File: src/rtl/pwci_params.svh
// Constants of the pulse-width configuration interface
`ifndef PWCI_PARAMS_SVH
`define PWCI_PARAMS_SVH
`define PWCI_CLK_PERIOD_NS 10
// Sample point after a rising edge: between 0.2 t and 0.8 t over 60..80 kHz
`define PWCI_SAMPLE_DELAY_NS 6000
`define PWCI_SAMPLE_DELAY_CYC (`PWCI_SAMPLE_DELAY_NS / `PWCI_CLK_PERIOD_NS)
`define PWCI_TIMEOUT_NS 16000
`define PWCI_TIMEOUT_CYC \
    ((`PWCI_TIMEOUT_NS + `PWCI_CLK_PERIOD_NS - 1) / `PWCI_CLK_PERIOD_NS)
`define PWCI_CODE_ENTRY 6'h0c
`define PWCI_CODE_READBACK 6'h3b
`define PWCI_SEL_JUMP 3'h7
`define PWCI_CMD_LOCK 11'h7f0
`define PWCI_CMD_NOLOCK 11'h755
`define PWCI_CMD_EXIT 11'h700
`define PWCI_RB_LAST 6'h3c
`define PWCI_WORD0_RST 8'h5c
`define PWCI_WORD1_RST 8'h5f
`define PWCI_WORD2_RST 8'h03
`define PWCI_WORD3_RST 8'h00
`define PWCI_WORD4_RST 8'h00
`define PWCI_WORD5_RST 8'h00
`endif

File: src/rtl/pwci_pkg.sv
// Types of the pulse-width configuration interface
package pwci_pkg;
    typedef logic [5:0][7:0] pwci_words_t;
    typedef enum logic [2:0] {
        ST_NORMAL = 3'h0,
        ST_PROG = 3'h1,
        ST_EE_LOCK = 3'h3,
        ST_EE_NOLOCK = 3'h2,
        ST_READBACK = 3'h4
    } pwci_state_t;
    typedef struct packed {
        logic [2:0] revision;
        logic [5:0] calibration;
        logic written;
        logic locked;
        pwci_words_t words;
    } pwci_nvm_t;
    typedef struct packed {
        logic active;
        logic data;
    } pwci_pair_t;
endpackage

File: src/rtl/pwci_top.sv
// Single-pin pulse-width configuration interface, device end
// Function
// - Pattern 001100 in normal state enters programming state.
// - Word select 000,100,010,110,001,101 picks words 0..5, payload follows.
// - Word write length fixed; here three select plus eight payload bits.
// - After last bit the word is latched into working register at once.
// - One serial bit is taken per rising edge of the program pin.
// - Long idle gaps between word-write bits do not corrupt data.
// - Select 111 with unknown jump code returns to normal state.
// - 111 1111 0000 in state 2 enters EEPROM programming with lock.
// - 111 0101 0101 in state 2 enters EEPROM programming without lock.
// - 111 0000 0000 in state 3 or 4 returns to normal state.
// - Enable pin is ignored in states 2 to 5, no power-down.
// - Bit 0 is a short high pulse, bit 1 a long one.
// - Bit decoded by sampling the pin with a delayed copy of it.
// - During entry commands, an over-long high or low pulse aborts.
// - Host loads six words then jumps, waiting 10 ms to store.
// - Word writes alone change working registers, never the EEPROM.
// - Pin is write only; contents read back on the output pair.
// - Read-back: first edge loads, next edges shift 59 bits, 61st ends.
// - Stream: revision, calibration, written, lock, words 5..0 MSB first.
`include "pwci_params.svh"
`timescale 1ns/100ps
`default_nettype none

module pwci_top
    import pwci_pkg::*;
#(
    parameter int SAMPLE_DELAY_CYC = `PWCI_SAMPLE_DELAY_CYC,
    parameter int TIMEOUT_CYC = `PWCI_TIMEOUT_CYC
)
(
    // Clock and reset
    input wire logic core_clk,
    input wire logic resetn,
    input wire logic clk_en,
    // Pins
    input wire logic serial_program_pin,
    input wire logic chip_enable_pin,
    // Non-volatile store
    input wire pwci_nvm_t nvm_contents,
    output logic nvm_prog_q,
    output logic nvm_lock_q,
    // Device side
    output pwci_words_t config_word_q,
    output logic power_down_q,
    output pwci_pair_t clock_output_pair
);

// ============================================================
// Pin synchronisers and pulse timing
logic pin_s1_q, pin_s2_q, pin_d_q, ce_s1_q, ce_s2_q;
logic rise, edge_any;
logic [10:0] pulse_cnt_q;
logic [10:0] dly_cnt_q;
logic dly_busy_q, bit_stb_q, bit_val_q;
pwci_state_t state_q;

always_ff @(posedge core_clk)
begin
    if (!resetn)
    begin
        pin_s1_q <= 1'b0;
        pin_s2_q <= 1'b0;
        pin_d_q <= 1'b0;
        ce_s1_q <= 1'b0;
        ce_s2_q <= 1'b0;
    end
    else if (clk_en)
    begin
        pin_s1_q <= serial_program_pin;
        pin_s2_q <= pin_s1_q;
        pin_d_q <= pin_s2_q;
        ce_s1_q <= chip_enable_pin;
        ce_s2_q <= ce_s1_q;
    end
end

assign rise = pin_s2_q & ~pin_d_q;
assign edge_any = pin_s2_q ^ pin_d_q;

// Saturating, so a stalled pin never wraps into a false short pulse
always_ff @(posedge core_clk)
begin
    if (!resetn)
        pulse_cnt_q <= 11'h000;
    else if (clk_en)
    begin
        if (edge_any)
            pulse_cnt_q <= 11'h000;
        else if (pulse_cnt_q != 11'(TIMEOUT_CYC))
            pulse_cnt_q <= pulse_cnt_q + 11'h001;
    end
end

// Delayed copy of the rising edge strobes the live pin level
always_ff @(posedge core_clk)
begin
    if (!resetn)
    begin
        dly_busy_q <= 1'b0;
        dly_cnt_q <= 11'h000;
        bit_stb_q <= 1'b0;
        bit_val_q <= 1'b0;
    end
    else if (clk_en)
    begin
        bit_stb_q <= 1'b0;
        if (rise)
        begin
            dly_busy_q <= 1'b1;
            dly_cnt_q <= 11'h001;
        end
        else if (dly_busy_q)
        begin
            if (dly_cnt_q == 11'(SAMPLE_DELAY_CYC))
            begin
                dly_busy_q <= 1'b0;
                bit_stb_q <= 1'b1;
                bit_val_q <= pin_s2_q;
            end
            else
                dly_cnt_q <= dly_cnt_q + 11'h001;
        end
    end
end

// ============================================================
// Command collection
logic [5:0] ent_sh_q, ent_next;
logic [2:0] ent_cnt_q;
logic [10:0] cmd_sh_q, cmd_next;
logic [3:0] cmd_cnt_q;
logic ent_done, cmd_done, timeout, in_cmd;
logic [2:0] wr_idx;
logic [7:0] wr_data;

assign ent_next = {ent_sh_q[4:0], bit_val_q};
assign cmd_next = {cmd_sh_q[9:0], bit_val_q};
assign in_cmd = state_q inside {ST_PROG, ST_EE_LOCK, ST_EE_NOLOCK};
assign ent_done = state_q == ST_NORMAL && bit_stb_q && ent_cnt_q == 3'h5;
assign cmd_done = in_cmd && bit_stb_q && cmd_cnt_q == 4'ha;
assign timeout = state_q == ST_NORMAL && ent_cnt_q != 3'h0 &&
    pulse_cnt_q == 11'(TIMEOUT_CYC);
// First select bit is the least significant
assign wr_idx = {cmd_next[8], cmd_next[9], cmd_next[10]};

always_comb
begin
    wr_data = 8'h00;
    for (int i = 0; i < 8; i++)
        wr_data[i] = cmd_next[7 - i];
end

always_ff @(posedge core_clk)
begin
    if (!resetn)
    begin
        ent_sh_q <= 6'h00;
        ent_cnt_q <= 3'h0;
    end
    else if (clk_en)
    begin
        if (timeout || ent_done || state_q != ST_NORMAL)
        begin
            ent_sh_q <= 6'h00;
            ent_cnt_q <= 3'h0;
        end
        else if (bit_stb_q)
        begin
            ent_sh_q <= ent_next;
            ent_cnt_q <= ent_cnt_q + 3'h1;
        end
    end
end

// No time-out here, so idle gaps between bits are harmless
always_ff @(posedge core_clk)
begin
    if (!resetn)
    begin
        cmd_sh_q <= 11'h000;
        cmd_cnt_q <= 4'h0;
    end
    else if (clk_en)
    begin
        if (!in_cmd || cmd_done)
        begin
            cmd_sh_q <= 11'h000;
            cmd_cnt_q <= 4'h0;
        end
        else if (bit_stb_q)
        begin
            cmd_sh_q <= cmd_next;
            cmd_cnt_q <= cmd_cnt_q + 4'h1;
        end
    end
end

// ============================================================
// State machine
logic [5:0] rb_cnt_q;

always_ff @(posedge core_clk)
begin
    if (!resetn)
        state_q <= ST_NORMAL;
    else if (clk_en)
    begin
        unique case (state_q)
            ST_NORMAL:
                if (ent_done && ent_next == `PWCI_CODE_ENTRY)
                    state_q <= ST_PROG;
                else if (ent_done && ent_next == `PWCI_CODE_READBACK)
                    state_q <= ST_READBACK;
            ST_PROG:
                if (cmd_done && cmd_next[10:8] == `PWCI_SEL_JUMP)
                begin
                    if (cmd_next == `PWCI_CMD_LOCK)
                        state_q <= ST_EE_LOCK;
                    else if (cmd_next == `PWCI_CMD_NOLOCK)
                        state_q <= ST_EE_NOLOCK;
                    else
                        state_q <= ST_NORMAL;
                end
            ST_EE_LOCK, ST_EE_NOLOCK:
                if (cmd_done && cmd_next[10:8] == `PWCI_SEL_JUMP)
                    state_q <= ST_NORMAL;
            ST_READBACK:
                if (rise && rb_cnt_q == `PWCI_RB_LAST)
                    state_q <= ST_NORMAL;
            default:
                state_q <= ST_NORMAL;
        endcase
    end
end

// ============================================================
// Working words and EEPROM requests
always_ff @(posedge core_clk)
begin
    if (!resetn)
        config_word_q <= {`PWCI_WORD5_RST, `PWCI_WORD4_RST,
            `PWCI_WORD3_RST, `PWCI_WORD2_RST, `PWCI_WORD1_RST,
            `PWCI_WORD0_RST};
    else if (clk_en && state_q == ST_PROG && cmd_done && wr_idx < 3'h6)
        config_word_q[wr_idx] <= wr_data;
end

// Only a jump stores; a locked store refuses the request
always_ff @(posedge core_clk)
begin
    if (!resetn)
    begin
        nvm_prog_q <= 1'b0;
        nvm_lock_q <= 1'b0;
    end
    else if (clk_en)
    begin
        nvm_prog_q <= 1'b0;
        if (state_q == ST_PROG && cmd_done && !nvm_contents.locked &&
            (cmd_next == `PWCI_CMD_LOCK || cmd_next == `PWCI_CMD_NOLOCK))
        begin
            nvm_prog_q <= 1'b1;
            nvm_lock_q <= cmd_next == `PWCI_CMD_LOCK;
        end
    end
end

always_ff @(posedge core_clk)
begin
    if (!resetn)
        power_down_q <= 1'b0;
    else if (clk_en)
        power_down_q <= state_q == ST_NORMAL && !ce_s2_q;
end

// ============================================================
// Read-back shifter
logic [58:0] rb_sh_q, rb_load;
logic [58:0] rb_msb;
pwci_pair_t pair_q;

assign rb_msb = {nvm_contents.revision, nvm_contents.calibration,
    nvm_contents.written, nvm_contents.locked, nvm_contents.words};

always_comb
begin
    rb_load = 59'h0;
    for (int i = 0; i < 59; i++)
        rb_load[i] = rb_msb[58 - i];
end

always_ff @(posedge core_clk)
begin
    if (!resetn)
    begin
        rb_cnt_q <= 6'h00;
        rb_sh_q <= 59'h0;
        pair_q <= '0;
    end
    else if (clk_en)
    begin
        if (state_q != ST_READBACK)
            rb_cnt_q <= 6'h00;
        else if (rise)
        begin
            rb_cnt_q <= rb_cnt_q + 6'h01;
            if (rb_cnt_q == 6'h00)
                rb_sh_q <= rb_load;
            else if (rb_cnt_q == `PWCI_RB_LAST)
                pair_q <= '0;
            else
            begin
                pair_q.active <= 1'b1;
                pair_q.data <= rb_sh_q[0];
                rb_sh_q <= {1'b0, rb_sh_q[58:1]};
            end
        end
    end
end

assign clock_output_pair = pair_q;

// ============================================================
// Assertions
// Eight quiet cycles are spent in the antecedent before the delay counts
localparam int SD_REST = SAMPLE_DELAY_CYC - 7;
endmodule

`default_nettype wire

File: config.mk
export PLATFORM = sky130hd
export DESIGN_NAME = pwci_top
export DESIGN_NICKNAME = d
export VERILOG_FILES = /design/src/rtl/pwci_pkg.sv /design/src/rtl/pwci_top.sv
export VERILOG_INCLUDE_DIRS = /design/src /design/src/rtl
export SDC_FILE = /design/constraint.sdc
export NUM_CORES = 1
export LEC_CHECK = 0
export ABC_AREA = 1
export BUFFER_PORTS_ARGS = -buffer_cell sky130_fd_sc_hd__buf_2
export CORE_MARGIN = 2
export CORE_UTILIZATION = 45
export CTS_CLUSTER_SIZE = 25
export DETAILED_ROUTE_END_ITERATION = 8
export MAX_ROUTING_LAYER = met4
export PLACE_DENSITY = 0.65
export SLEW_MARGIN = 40
export SYNTH_ARGS = -nofsm -noshare
export SYNTH_HDL_FRONTEND = slang
export SYNTH_SLANG_ARGS = --single-unit
File: constraint.sdc
create_clock -name core_clk -period 2 [get_ports core_clk]
set_clock_uncertainty 0.15 [all_clocks]
set_input_delay 0.6 -clock core_clk [delete_from_list [all_inputs] [get_ports core_clk]]
set_output_delay 0.6 -clock core_clk [all_outputs]
set_load 0.01 [all_outputs]
; ---- Word level (Yosys, flattened, before mapping)
; Index checks and enable logic that the tools add are counted.
[classes]
add_sub_neg = 5
order_cmp = 3
eq_ne = 22
n_mux = 36
bitwise_logic = 6
reduce_logical = 46
[ops]
columns = op, n
row1 = $mux W59, 2
row2 = $mux W11, 5
row3 = $bwmux W48, 1
row4 = $eq A11 B11 Y1 const B, 3
row5 = $demux W8 S3, 1
row6 = $add A11 B1 Y11 const B, 2
row7 = $mux W3, 7
row8 = $mux W10, 2
row9 = $logic_and A1 B1 Y1, 18
row10 = $eq A6 B6 Y1 const B, 2
row11 = $mux W6, 2
row12 = $pmux W3 S4, 1
row13 = $reduce_and A4 Y1, 3
row14 = $eq A11 B10 Y1 const B, 1
row15 = $ne A11 B11 Y1 const B, 1
row16 = $mux W5, 2
row17 = $reduce_and A2 Y1, 5
row18 = $reduce_bool A2 Y1, 5
row19 = $eq A3 B3 Y1 const B, 3
row20 = $reduce_bool A3 Y1, 3
row21 = $mux W4, 2
row22 = $mux W8, 1
row23 = $ne A2 B2 Y1 const B, 4
row24 = $mux W1, 7
row25 = other kinds (23), 35
[totals]
ff_bits = 173
in_bits = 64
output_inout_bits = 53
elab_cells = 146

; ---- Longest topological paths before layout
[logic_depth]
depth_word = 8
mapped_depth = 11

; ---- Least setup slack after synthesis
; No wires, ideal clock.
[synth_timing]
path_type = input-to-reg
startpoint = input port clk_en
endpoint = register config_word_q[37] (netlist bit)
setup_time_ns = 0.134
t_arrival_ns = 1.505
slack_ns = 0.210
path_stages = 7
path_cell_list = buf_2 nand3_2 nor2_8 nand2_4 buf_6 nor2_1 nor3b_2
[synth_between]
elab_chain_len = 3
[synth_lines]
columns = item, line_no
row1 = start: declaration, pwci_top.sv:36  ; input wire logic clk_en,
row2 = $logic_and A1 B1 Y1 (3 in series), pwci_top.sv:246  ; else if (clk_en && state_q == ST_PROG && cmd_done && wr_idx < 3'h6)
row3 = end signal: assignment, pwci_top.sv:243  ; config_word_q <= {`PWCI_WORD5_RST, `PWCI_WORD4_RST,
row4 = end signal: indexed assignment, pwci_top.sv:247  ; config_word_q[wr_idx] <= wr_data;
row5 = end: declaration, pwci_top.sv:45  ; output pwci_words_t config_word_q,
; No other way between the ends.
; A chain may end at the register's enable or synchronous reset.

; ---- Worst setup path in the final report
[layout_timing]
startpoint = register cmd_cnt_q[0]
endpoint = register config_word_q[15] (netlist bit)
[layout_between]
elab_chain_len = 4
[layout_lines]
columns = item, line_no
row1 = start: declaration, pwci_top.sv:133  ; logic [3:0] cmd_cnt_q;
row2 = start signal: assignment, pwci_top.sv:195  ; cmd_cnt_q <= cmd_cnt_q + 4'h1;
row3 = $eq A4 B4 Y1, pwci_top.sv:142  ; assign cmd_done = in_cmd && bit_stb_q && cmd_cnt_q == 4'ha;
row4 = $logic_and A1 B1 Y1, pwci_top.sv:142
row5 = $logic_and A1 B1 Y1 (2 in series), pwci_top.sv:246
; No other way between the ends.

==> impl_metrics.csv <==
group,metric,value,unit
outcome,status,"finished, final reports clean",
route,ant_nets,0,
synth,synth_ff_type,"dfxtp_1",
flow_run,cap_violations,0,
clocking,cts_sinks,173,
route,maxUsedRoutingLayer,"met4",
critical_path,end_kind,"register",
final_layout,antenna_cells,0,
critical_path,cpMaxStageDelayCell,"dfxtp_1",
route,m1WireLength,9170,um
global_routing,antenna_found_initial,0,
global_routing,grt_pass1_vias,6354,
timing,finalHoldViolCount,0,
pwr,peakVddDrop,0.000559,V
final_layout,nets,1342,
placement,dp.cells,1474,
route,wl_met2,8100,um
synth,synth_warnings,0,
clocking,postCtsHoldBufs,0,
clocking,cts_max_path_buffers,2,
critical_path,path_cells,"inv_1 -> ha_1 -> nand3_1 -> nor2_1 -> nand3_2 -> nor2_8 -> buf_4 -> nand2_4 -> nand2_1 -> nor3b_1",
critical_path,required,2190,ps
synth,synth_nets,1233,
critical_path,max_stage_delay,320,ps
synth,synth_area,0.00808,mm^2
final_layout,nFillCells,1728,
pwr,power.density,735,mW/mm^2
timing,maxSlewViolCount,0,
synth,avgSynthCellArea,6.99,um^2
floorplanning,boundaryPins,117,
timing,min_period,1940,ps
placement,gp_congestion,0.838,
floorplanning,fp.dieW,138,um
route,wl_per_cell,12.0,um
route,drt-total-wl,18100,um
placement,numPortBuffers,116,
critical_path,critPathArrivalTime,2130,ps
clocking,insertion_delay,430,ps
synth,synthCells,1157,
global_routing,grt_pass1_wl,30200,um
final_layout,drive_gt1_share,16.7,%
pwr,p_switching,1590,uW
critical_path,cp-start-kind,"register",
route,drt_iter0_markers,387,
clocking,cts_buffers,17,
critical_path,worstSetupPathType,"register to register",
pwr,switching_share,22.5,%
critical_path,worstPathBufferInverterCount,2,
pwr,pwr-share-clk,46.5,%
global_routing,grt_usage,19.2,%
synth,synth_largest_area_cell,"dfxtp_1",
pwr,seq_power_share,49.1,%
synth,synth_cell_types,33,
final_layout,finish.utilization,54.1,%
final_layout,finalNonFillerCells,1508,
timing,slew_headroom,68.8,%
synth,synth_common_cells,"247 x nand2_1, 233 x nor2_1, 173 x dfxtp_1",
clocking,clk_pin_slew,70,ps
route,drc,0,
critical_path,cp_max_fo,16,
global_routing,gr-total-overflow,0,
floorplanning,die_area,0.0191,mm^2
floorplanning,start_util,45.5,%
synth,yosysSeqAreaShare,42.8,%
final_layout,syn_to_final_growth,19.1,%
route,wl_met3,644,um
timing,tightest_slew,467,ps
min_path,hp-class,"input pin to register",
route,vias,7328,
synth,async_reset_ff_share,0,%
floorplanning,num_rows,49,
synth,synth.most_common_cell,"nand2_1",
synth,synth_edf_count,0,
clocking,ctsHtreeMaxLevel,4,
timing,fin_crit_sh,97.0,%
clocking,clock-root-buffer,"clkbuf_16",
timing,setup-violations-final,0,
pwr,pwr-share-comb,4.4,%
synth,synthTopCellsByArea,"dfxtp_1 43%, nand2_1 11%, nor2_1 11%",
route,firstDrtPassIters,4,
global_routing,grt_max_degree,67,
critical_path,critical-path-top-delay-family,"simple AND/OR/NAND/NOR gates",
clocking,cts_tree,"yes",
synth,ys_ff_latch,173,
pwr,intPower,5480,uW
floorplanning,core,0.0178,mm^2
placement,place_hpwl,12100,um
floorplanning,fp.dieH,138,um
synth,synth_top_area_share,42.8,%
pwr,p_leak,0.00427,uW
timing,max_freq,0.515,GHz
route,viasPerCell,4.86,
==> kinds of logic (layout without fill, tap and decap cells) <==
| group | Yosys count | in the layout | share of synthesized area (%) |
|---|---|---|---|
| compound gates | 203 | 203 | 13.1 |
| xor+xnor | 11 | 11 | 1.19 |
| fa+ha+maj | 12 | 12 | 1.86 |
| buf+inv | 164 | 286 | 9.04 |
| flops | 173 | 173 | 42.8 |
| simple gates | 594 | 594 | 32.0 |
==> registers in the layout, indices dropped and copies added, names as in the netlist, 2 cells and up <==
name,count
rb_sh_q,59
config_word_q,48
dly_cnt_q,11
pulse_cnt_q,11
cmd_sh_q,10
rb_cnt_q,6
ent_sh_q,5
cmd_cnt_q,4
ent_cnt_q,3
state_q,3
clock_output_pair,2
==> cell usage in the layout, fill, tap and decap left out, types with 2 or more instances in the layout <==
cell type     n
nand2_4       5
nand2_1     245
xnor2_1       6
or2_2         3
clkinvlp_4    3
nand3_1      40
nor3b_2       8
clkinv_1      2
nand3_2       2
nor3_1        7
inv_1        96
clkbuf_16    17
nand2_2       2
nand3b_1      3
xor2_1        5
buf_2       116
ha_1         12
clkbuf_1      3
nand4_1      10
a21o_1        3
o21ai_1      12
inv_6         4
buf_12        9
dfxtp_1     173
a21oi_1     108
bufinv_16     2
nor3b_1      28
o21ai_0      65
nand2_8       2
nor2_1      233
nor2_2        3
buf_4        29
o211ai_1     12
==> stage by stage <==
stage | setup TNS [ps] | setup WS (ps) | total power, uW | hold WS (ps) | area (um^2)
CTS | 0 | 77.7 | 7150 | 255 | 9560
global route | -45.0 | -45.0 | 7310 | 267 | 9620
global placement | 0 | 28.8 | 3860 | 295 | 8980
floorplan | 0 | 210 | 3710 | 284 | 8080
detailed placement | -98.1 | -35.4 | 3860 | 297 | 8980
finish | 0 | 59.2 | 7070 | 267 | 9620
==> what timing repair did <==
action / 4_1_cts / 5_1_grt
endpoints found under the setup margin: 0 / 19
buffers inserted: 0 / 2
hold endpoints to repair: 0 / 0
gates resized for setup: 0 / 7
==> layout make-up <==
class | instances | area (um^2) | share of cell area [%]
Multi-Input combinational cell | 820 | 3940 | 40.9
Clock buffer | 21 | 450 | 4.68
Sequential cell | 173 | 3460 | 36.0
Timing Repair Buffer | 154 | 978 | 10.2
Tap cell | 229 | 287 | 2.98
Clock inverter | 11 | 131 | 1.37
Inverter | 100 | 378 | 3.93
==> worst paths after layout <==
check        slack (ps)  cells past startpoint       startpoint           endpoint
min                 270                      3  chip_enable_pin            ce_s1_q
max                  60                     10     cmd_cnt_q[0]  config_word_q[15]
max reg2reg          60                     10     cmd_cnt_q[0]  config_word_q[15]
min reg2reg         300                      2          ce_s2_q            ce_s2_q
==> worst register-to-register path: stages, from the launching register on <==
cell and delay [ps]:
dfxtp_1 320, inv_1 90, ha_1 180, nand3_1 90
nor2_1 130, nand3_2 130, nor2_8 160, buf_4 170
nand2_4 120, nand2_1 110, nor3b_1 200
==> power by group through the flow <==
stage | registers [uW] | clock network, uW | logic [uW]
floorplan | 3550 | 0 | 162
global placement | 3550 | 0 | 313
detailed placement | 3550 | 0 | 310
CTS | 3470 | 3360 | 313
global route | 3470 | 3500 | 346
finish | 3470 | 3290 | 313
==> routing by layer <==
metal	track usage [%]	vias up
li1	-	3901
met1	26.9	3290
met2	28.8	122
met3	3.46	15
met4	5.32	0
met5	-	-
No activity file was read; power rests on OpenSTA's default activity.
